File: config.mk
export PLATFORM = sky130hd
export DESIGN_NAME = port_jk_pin_function_mux
export DESIGN_NICKNAME = d
export VERILOG_FILES = /design/src/port_jk_pkg.sv /design/src/timer_field_oe.sv /design/src/pin_sync.sv /design/src/port_jk_pin_function_mux.sv
export VERILOG_INCLUDE_DIRS = /design/src
export SDC_FILE = /design/constraint.sdc
export NUM_CORES = 1
export LEC_CHECK = 0
export BUFFER_PORTS_ARGS = -buffer_cell sky130_fd_sc_hd__buf_4
export CAP_MARGIN = 20
export CORE_AREA = 10 10 118 120
export DETAILED_ROUTE_END_ITERATION = 8
export DIE_AREA = 0 0 128 130
export HOLD_SLACK_MARGIN = 0.08
export PLACE_DENSITY = 0.79
export SLEW_MARGIN = 30
export SYNTH_ARGS = -nofsm -noshare
export SYNTH_HDL_FRONTEND = slang
export SYNTH_HIERARCHICAL = 1
export SYNTH_SLANG_ARGS = --single-unit
File: constraint.sdc
create_clock -name clk_i -period 2.35 [get_ports clk_i]
set_clock_uncertainty 0.2 [all_clocks]
set_input_delay 0.3525 -clock clk_i [delete_from_list [all_inputs] [get_ports clk_i]]
set_output_delay 0.3525 -clock clk_i [all_outputs]
set_load 0.005 [all_outputs]
File: src/port_jk_defines.svh
`ifndef PORT_JK_DEFINES_SVH
`define PORT_JK_DEFINES_SVH

// ----------------------------------------
// Register byte addresses
// ----------------------------------------
`define ADDR_PORT_DATA   8'h00
`define ADDR_PORT_DIR    8'h04
`define ADDR_PORT_FUNC   8'h08
`define ADDR_PIN_LEVEL   8'h0C
`define ADDR_PIN_OE      8'h10
`define ADDR_PERIPH_OE   8'h14

// ----------------------------------------
// Reset values
// ----------------------------------------
`define RST_PORT_DATA    16'h0000
`define RST_PORT_DIR     16'h0000
`define RST_PORT_FUNC    2'h3

// ----------------------------------------
// Field positions and codes
// ----------------------------------------
`define FUNC_J_BIT       0
`define FUNC_K_BIT       1
`define IO_DISABLE_BIT   3
`define IO_NO_OUTPUT     2'h0
`define CKE_CLOCK_OUT    2'h1
`define CSS_CS_OUT       2'h2
`define CSS_CS_AUTO      2'h3
`define POE_CS_BIT       0
`define POE_TXD_BIT      1
`define POE_SCK_BIT      2
`define POE_PO15_BIT     3

`endif

File: src/port_jk_pkg.sv
package port_jk_pkg;

	// State of the pin multiplexer, except the input synchroniser stages
	typedef struct packed {
		logic [15:0] data;    // Port output data, K high byte
		logic [15:0] dir;     // Per-pin direction bits
		logic [1:0]  func;    // Port function control A
		logic [15:0] pin_out; // Registered pin output level
		logic [15:0] pin_oe;  // Registered pin output enable
		logic [3:0]  per_oe;  // Serial and pulse output enables
		logic        ack;     // Bus acknowledge
		logic [31:0] rdat;    // Bus read data
	} mux_state_t;

endpackage

File: src/timer_field_oe.sv
`include "port_jk_defines.svh"

module timer_field_oe (
	input  wire logic [3:0] io_control_i,    // Channel I/O-control field
	input  wire logic       buffer_mode_i,   // Buffer mode, 0 for A/B
	output logic            output_enable_o  // Timer owns the pin
);

	// ----------------------------------------
	// Output-enable decode
	// ----------------------------------------
	// Bit 3 clear and a non-zero output code
	assign output_enable_o = !buffer_mode_i
		&& !io_control_i[`IO_DISABLE_BIT]
		&& (io_control_i[1:0] != `IO_NO_OUTPUT);

endmodule

File: src/pin_sync.sv
module pin_sync #(
	parameter int WIDTH = 16 // Number of pins
) (
	input  wire logic             clk_i, // System clock
	input  wire logic             rst_i, // Synchronous reset
	input  wire logic [WIDTH-1:0] d_i,   // Raw pin levels
	output logic      [WIDTH-1:0] q_o    // Synchronised levels
);

	// Two stages, first read only by second
	typedef struct packed {
		logic [WIDTH-1:0] s1; // First stage
		logic [WIDTH-1:0] s2; // Second stage
	} sync_state_t;

	sync_state_t st;      // Current state
	sync_state_t next_st; // Next state

	// ----------------------------------------
	// Next state
	// ----------------------------------------
	always_comb begin
		next_st = st;
		next_st.s1 = d_i;
		next_st.s2 = st.s1;
	end

	// ----------------------------------------
	// State register
	// ----------------------------------------
	always_ff @(posedge clk_i) begin
		if (rst_i) begin
			st <= '0;
		end else begin
			st <= next_st;
		end
	end

	// Input level always available to peripherals
	assign q_o = st.s2;
endmodule

File: src/port_jk_pin_function_mux.sv
`include "port_jk_defines.svh"

module port_jk_pin_function_mux #(
	parameter int NPINS = 16 // Port J and port K pins
) (
	input  wire logic        clk_i,       // System clock
	input  wire logic        rst_i,       // Synchronous reset
	// Wishbone slave
	input  wire logic        wb_cyc_i,    // Bus cycle
	input  wire logic        wb_stb_i,    // Strobe
	input  wire logic        wb_we_i,     // Write enable
	input  wire logic [7:0]  wb_adr_i,    // Byte address
	input  wire logic [3:0]  wb_sel_i,    // Byte lanes
	input  wire logic [31:0] wb_dat_i,    // Write data
	output logic      [31:0] wb_dat_o,    // Read data
	output logic             wb_ack_o,    // Acknowledge
	// Timer channels 6 to 11, index 0 to 5
	input  wire logic [23:0] tmr_io_a_i,  // A I/O-control fields
	input  wire logic [23:0] tmr_io_b_i,  // B I/O-control fields
	input  wire logic [7:0]  tmr_io_c_i,  // C fields, ch 6 and 9
	input  wire logic [7:0]  tmr_io_d_i,  // D fields, ch 6 and 9
	input  wire logic [1:0]  buffer_mode_a_i, // ch 6 and 9
	input  wire logic [1:0]  buffer_mode_b_i, // ch 6 and 9
	input  wire logic [5:0]  tmr_out_a_i, // A compare outputs
	input  wire logic [5:0]  tmr_out_b_i, // B compare outputs
	input  wire logic [1:0]  tmr_out_c_i, // C outputs, ch 6 and 9
	input  wire logic [1:0]  tmr_out_d_i, // D outputs, ch 6 and 9
	// Synchronous serial unit
	input  wire logic        master_select_i,        // Master mode
	input  wire logic        chip_select_field_hi_i, // Field bit 1
	input  wire logic        chip_select_field_lo_i, // Field bit 0
	input  wire logic        sync_serial_mode_select_i, // Mode
	// Serial interface
	input  wire logic        transmit_enable_bit_i,  // Transmit on
	input  wire logic        receive_enable_bit_i,   // Receive on
	input  wire logic [1:0]  clock_enable_field_i,   // Clock source
	input  wire logic        smart_card_interface_select_i, // Card
	input  wire logic        smart_card_mode_bit_i,  // Card mode
	input  wire logic        sync_mode_bit_i,        // 1 = clocked
	input  wire logic        next_data_enable_15_i,  // Pulse bit 15
	// Pins, J in low byte, K in high byte
	input  wire logic [15:0] pin_in_i,    // Pin levels
	output logic      [15:0] pin_out_o,   // Pin drive level
	output logic      [15:0] pin_oe_o,    // Pin drive enable
	output logic      [15:0] pin_level_o, // Synced pin levels
	output logic             chip_select_output_enable_o,  // SYNC_SERIAL_UNIT
	output logic             transmit_pin_output_enable_o, // Tx
	output logic             serial_clock_output_enable_o, // Clock
	output logic             pulse_out15_enable_o          // Pulse
);

	// ----------------------------------------
	// Elaboration check
	// ----------------------------------------
	if (NPINS != 16) begin : g_bad_npins
		$error("NPINS must be 16");
	end

	port_jk_pkg::mux_state_t st;      // Current state
	port_jk_pkg::mux_state_t next_st; // Next state

	// State after reset: all pins inputs
	localparam port_jk_pkg::mux_state_t RESET_ST = '{
		data:    `RST_PORT_DATA,
		dir:     `RST_PORT_DIR,
		func:    `RST_PORT_FUNC,
		default: '0
	};

	logic [5:0]  oe_a;      // Per-channel A enables
	logic [5:0]  oe_b;      // Per-channel B enables
	logic [1:0]  oe_c;      // C enables, ch 6 and 9
	logic [1:0]  oe_d;      // D enables, ch 6 and 9
	logic [15:0] raw_oe;    // Timer enables in pin order
	logic [15:0] tmr_out;   // Timer outputs in pin order
	logic [15:0] func_mask; // Port function control per pin
	logic [15:0] eff_oe;    // Timer owns the pin
	logic [15:0] gpo_sel;   // General-purpose output pins
	logic [15:0] idle_sel;  // General-purpose input pins
	logic [15:0] sync_lvl;  // Synchronised pin levels
	logic [1:0]  css;       // Chip-select field
	logic        bus_req;   // New bus request
	logic [15:0] lane_mask; // Write byte lanes as bits

	// ----------------------------------------
	// Timer output-enable decode
	// ----------------------------------------
	// A and B fields for each channel
	for (genvar ch = 0; ch < 6; ch++) begin : g_ab
		timer_field_oe u_a (
			.io_control_i    (tmr_io_a_i[ch*4 +: 4]),
			.buffer_mode_i   (1'b0),
			.output_enable_o (oe_a[ch])
		);
		timer_field_oe u_b (
			.io_control_i    (tmr_io_b_i[ch*4 +: 4]),
			.buffer_mode_i   (1'b0),
			.output_enable_o (oe_b[ch])
		);
	end

	// C and D fields, gated by buffer mode
	for (genvar cd = 0; cd < 2; cd++) begin : g_cd
		timer_field_oe u_c (
			.io_control_i    (tmr_io_c_i[cd*4 +: 4]),
			.buffer_mode_i   (buffer_mode_a_i[cd]),
			.output_enable_o (oe_c[cd])
		);
		timer_field_oe u_d (
			.io_control_i    (tmr_io_d_i[cd*4 +: 4]),
			.buffer_mode_i   (buffer_mode_b_i[cd]),
			.output_enable_o (oe_d[cd])
		);
	end

	// ----------------------------------------
	// Pin ownership map
	// ----------------------------------------
	// J: A6 B6 C6 D6 A7 B7 A8 B8; K: A9 .. B11
	assign raw_oe = {oe_b[5], oe_a[5], oe_b[4], oe_a[4],
		oe_d[1], oe_c[1], oe_b[3], oe_a[3],
		oe_b[2], oe_a[2], oe_b[1], oe_a[1],
		oe_d[0], oe_c[0], oe_b[0], oe_a[0]};
	assign tmr_out = {tmr_out_b_i[5], tmr_out_a_i[5],
		tmr_out_b_i[4], tmr_out_a_i[4],
		tmr_out_d_i[1], tmr_out_c_i[1],
		tmr_out_b_i[3], tmr_out_a_i[3],
		tmr_out_b_i[2], tmr_out_a_i[2],
		tmr_out_b_i[1], tmr_out_a_i[1],
		tmr_out_d_i[0], tmr_out_c_i[0],
		tmr_out_b_i[0], tmr_out_a_i[0]};

	// Port function control gates timer ownership per port
	assign func_mask = {{8{st.func[`FUNC_K_BIT]}},
		{8{st.func[`FUNC_J_BIT]}}};
	assign eff_oe = raw_oe & func_mask;
	assign gpo_sel = ~eff_oe & st.dir;
	assign idle_sel = ~(eff_oe | st.dir);
	assign css = {chip_select_field_hi_i, chip_select_field_lo_i};

	// ----------------------------------------
	// Input synchroniser
	// ----------------------------------------
	pin_sync #(
		.WIDTH (16)
	) u_sync (
		.clk_i (clk_i),
		.rst_i (rst_i),
		.d_i   (pin_in_i),
		.q_o   (sync_lvl)
	);

	// ----------------------------------------
	// Bus decode helpers
	// ----------------------------------------
	assign bus_req = wb_cyc_i && wb_stb_i && !st.ack;
	assign lane_mask = {{8{wb_sel_i[1]}}, {8{wb_sel_i[0]}}};

	// ----------------------------------------
	// Next state
	// ----------------------------------------
	always_comb begin
		next_st = st;
		// Timer first, then direction, else input
		next_st.pin_oe = eff_oe | st.dir;
		next_st.pin_out = (eff_oe & tmr_out)
			| (~eff_oe & st.data);
		// Chip select in master mode only
		next_st.per_oe[`POE_CS_BIT] = master_select_i
			&& ((css == `CSS_CS_OUT)
			|| ((css == `CSS_CS_AUTO)
			&& !sync_serial_mode_select_i));
		// Transmit pin follows transmit enable
		next_st.per_oe[`POE_TXD_BIT] = transmit_enable_bit_i;
		// Clock out with internal clock source
		next_st.per_oe[`POE_SCK_BIT] =
			(transmit_enable_bit_i || receive_enable_bit_i)
			&& (clock_enable_field_i == `CKE_CLOCK_OUT)
			&& (smart_card_interface_select_i
			? !smart_card_mode_bit_i
			: !sync_mode_bit_i);
		// Pulse output bit 15
		next_st.per_oe[`POE_PO15_BIT] = next_data_enable_15_i;
		// Ack drops the cycle after it is given
		next_st.ack = bus_req;
		next_st.rdat = '0;
		if (bus_req && wb_we_i) begin
			// Writes, per byte lane
			if (wb_adr_i == `ADDR_PORT_DATA) begin
				next_st.data = (wb_dat_i[15:0] & lane_mask)
					| (st.data & ~lane_mask);
			end else if (wb_adr_i == `ADDR_PORT_DIR) begin
				next_st.dir = (wb_dat_i[15:0] & lane_mask)
					| (st.dir & ~lane_mask);
			end else if (wb_adr_i == `ADDR_PORT_FUNC) begin
				if (wb_sel_i[0]) begin
					next_st.func = wb_dat_i[1:0];
				end
			end
		end else if (bus_req) begin
			// Reads; unmapped reads return zero
			if (wb_adr_i == `ADDR_PORT_DATA) begin
				next_st.rdat = {16'h0000, st.data};
			end else if (wb_adr_i == `ADDR_PORT_DIR) begin
				next_st.rdat = {16'h0000, st.dir};
			end else if (wb_adr_i == `ADDR_PORT_FUNC) begin
				next_st.rdat = {30'h00000000, st.func};
			end else if (wb_adr_i == `ADDR_PIN_LEVEL) begin
				next_st.rdat = {16'h0000, sync_lvl};
			end else if (wb_adr_i == `ADDR_PIN_OE) begin
				next_st.rdat = {16'h0000, st.pin_oe};
			end else if (wb_adr_i == `ADDR_PERIPH_OE) begin
				next_st.rdat = {28'h0000000, st.per_oe};
			end
		end
	end

	// ----------------------------------------
	// State register
	// ----------------------------------------
	always_ff @(posedge clk_i) begin
		if (rst_i) begin
			st <= RESET_ST;
		end else begin
			st <= next_st;
		end
	end

	// ----------------------------------------
	// Outputs
	// ----------------------------------------
	assign wb_dat_o = st.rdat;
	assign wb_ack_o = st.ack;
	assign pin_out_o = st.pin_out;
	assign pin_oe_o = st.pin_oe;
	assign pin_level_o = sync_lvl;
	assign chip_select_output_enable_o = st.per_oe[`POE_CS_BIT];
	assign transmit_pin_output_enable_o = st.per_oe[`POE_TXD_BIT];
	assign serial_clock_output_enable_o = st.per_oe[`POE_SCK_BIT];
	assign pulse_out15_enable_o = st.per_oe[`POE_PO15_BIT];
endmodule

==> summary.txt <==
number of global-route vias before repair: 5259
# hold bufs at CTS: 74
highest clock rate: 472 MHz
crit-path cells: dlygate4sd3_1 -> buf_4 -> and4bb_1 -> nand2b_1 -> or3_4 -> a2111oi_0
Placer Congestion: 0.860
IO Count: 246
hold depth: 4
Final HPWL DP: 12000 µm
Post-Synth XOR/XNOR Area: 0
Hold Path End: pin_oe_o[2]
total grt overflow: 0
drt first-iter violations: 322
die height: 130 µm
vias per inst: 5.04
post_cts resized: 0
Hold Fails Final Rpt: 0
pwr dens: 634 nW/µm²
postcts setup bufs: 0
number of synthesized register bits: 119
total iterations of the first detailed-routing run: 5
setup TNS: 0 ns
Core Box Area: 11700 µm²
Avg WL per Cell: 17.4 µm
DRT antenna net count: 0
clock tree buffer depth: 2
Cell variety after synth: 39
Root Buffer: clkbuf_16
Final Util: 0.673
share of flip-flops with an asynchronous set or reset: 0
Static Leakage: 3.49 nW
sequential share of the synthesized area: 0.445
worst-case reg-to-reg path depth: 4
synthesized-area fraction occupied by adder cells: 0
Synth Cell Area: 5360 µm²
Worst EP arrival: 2.18 ns
simple-gate area share of the yosys netlist: 0.252
# H-tree levels: 4
Initial Utilization: 0.457
post-synth top area share: 0.445
placed cell count: 893
Synth Area in Compound Gates: 0.119
Required @ worst endpoint: 2.41 ns
Num Clock Sinks: 119
final wirelength: 17300 µm
endpoints failing setup: 0
crit-path max FO: 5
gr usage total: 0.199
largest net degree at the start of global routing: 71
total CTS buffers: 17
Hold Crit Start: tmr_io_c_i[3]
Hold Crit Class: input pin to register
clk_lat worst skew: 0.41 ns
initial antenna violation count: 0
max-capacitance violation count: 0
DIE AREA: 16600 µm²
warnings from Yosys: 6
worst path bufs/invs: 2
fin crit share: 0.902
Slew Viols, Final: 0
total chip power: 4.99 mW
CP Class: input pin to register
leading area contributor after synthesis: dfxtp_1
CTS tree: done
Final Non-Filler Cells: 999
status: finished clean
die width: 128 µm
slowest stage cell, crit path: dlygate4sd3_1
unrepaired setup endpoints after global routing: false
first-pass GRT wire length: 26500 µm
reg-to-reg startpoint: func_mask[0]
Primary FF master, synth: dfxtp_1
Reg clk slew, reported paths: 0.05 ns
Worst-Margin Slew: 0.973 ns
Row Count: 40
CP Launch Type: input pin
proportion of synthesized area in mux cells: 0.0598
number of synthesized flops with an enable pin: 0
Slew headroom: 0.349
post-layout net count: 1000
crit end category: register
Reg2Reg Setup Slack: 0.33 ns
largest cells by area after synthesis: dfxtp_1, buf_4, mux2i_1
Tmin final: 2.12 ns
IO Port Bufs: 195
syn avg cell area: 8.78 µm²
cell family with most CP delay: simple AND/OR/NAND/NOR gates
critical path's largest stage delay: 0.55 ns
layout cells sized above 1: 0.307
largest family of logic cells by synthesized area: simple AND/OR/NAND/NOR gates
final worst setup slack: 0.231 ns
synth-to-layout area growth: 47.1%
Worst R2R End: pin_out_o[0]
Mapped Cells: 610
dpl ws: 0.146 ns
vias after detailed routing: 5037
peak supply drop: 0.434 mV
Residual DRC: 0
==> cell usage after synthesis, drive strengths merged (13+ instances only) <==
library cell	number
nand2	69
nor3	21
buf	76
nor2	64
nor2b	39
nand3	16
a21oi	44
dfxtp	119
mux2i	32
o21ai	13
a221oi	13
clkbuf	25
nand2b	19
==> how the worst max path moves through the flow <==
stage           startpoint     endpoint  slack, ns  depth (start not counted)
2_1_floorplan  wb_adr_i[1]     register       0.38                          5
4_1_cts           wb_stb_i  wb_dat_o[3]       0.29                          6
5_1_grt           wb_stb_i  wb_dat_o[3]       0.16                          6
3_5_place_dp   wb_adr_i[1]  wb_dat_o[3]       0.15                          4
6_report          wb_stb_i  wb_dat_o[3]       0.23                          6
3_3_place_gp   wb_adr_i[1]  wb_dat_o[3]       0.18                          4
==> worst reg2reg max path, cell delays in order (launching register included) <==
cell and delay, ns:
dfxtp_1 0.65, buf_4 0.30, nand3_1 0.08, dlygate4sd3_1 0.57
a21oi_1 0.15
==> area by class of cell <==
type,instances,area [µm²]
Multi-Input combinational cell,413,2410
Clock buffer,19,453
Antenna cell,3,7.51
Inverter,4,15.0
Fill cell,894,3830
Sequential cell,119,2380
Clock inverter,10,82.6
Tap cell,147,184
Timing Repair Buffer,284,2340
==> per-stage QoR <==
| step | area (µm²) | hold slack (ns) |
|---|---|---|
| floorplan | 5460 | 0.214 |
| global placement | 6590 | 0.216 |
| detailed placement | 6590 | 0.220 |
| CTS | 7870 | 0.0807 |
| global route | 7870 | 0.101 |
| finish | 7880 | 0.0935 |
==> cell usage in the layout, fill, tap and decap left out, drive strengths merged, types with 16 or more instances in the layout <==
cell type	count
a21oi	44
buf	210
clkbuf	19
conb	28
dfxtp	119
dlygate4sd3	74
mux2i	32
nand2	69
nand2b	19
nand3	16
nor2	64
nor2b	39
nor3	21
==> kinds of logic (layout without fill, tap and decap cells) <==
group           after synthesis  in the layout
compound gates              100            100
buf+inv                     105            317
flops                       119            119
mux                          32             32
other cells                   1             31
simple gates                253            253
==> power breakdown <==
part           switching (mW)  internal [mW]  total (mW)
clock                   0.872           1.47        2.35
combinational           0.229          0.325       0.554
sequential             0.0232           2.07        2.09
==> layer usage <==
metal,GRT usage,part of all wire
met3,0.0641,0.080
met5,0,0
met1,0.218,0.39
met2,0.336,0.49
met4,0.111,0.035
Power figures use the tool's default switching activity.
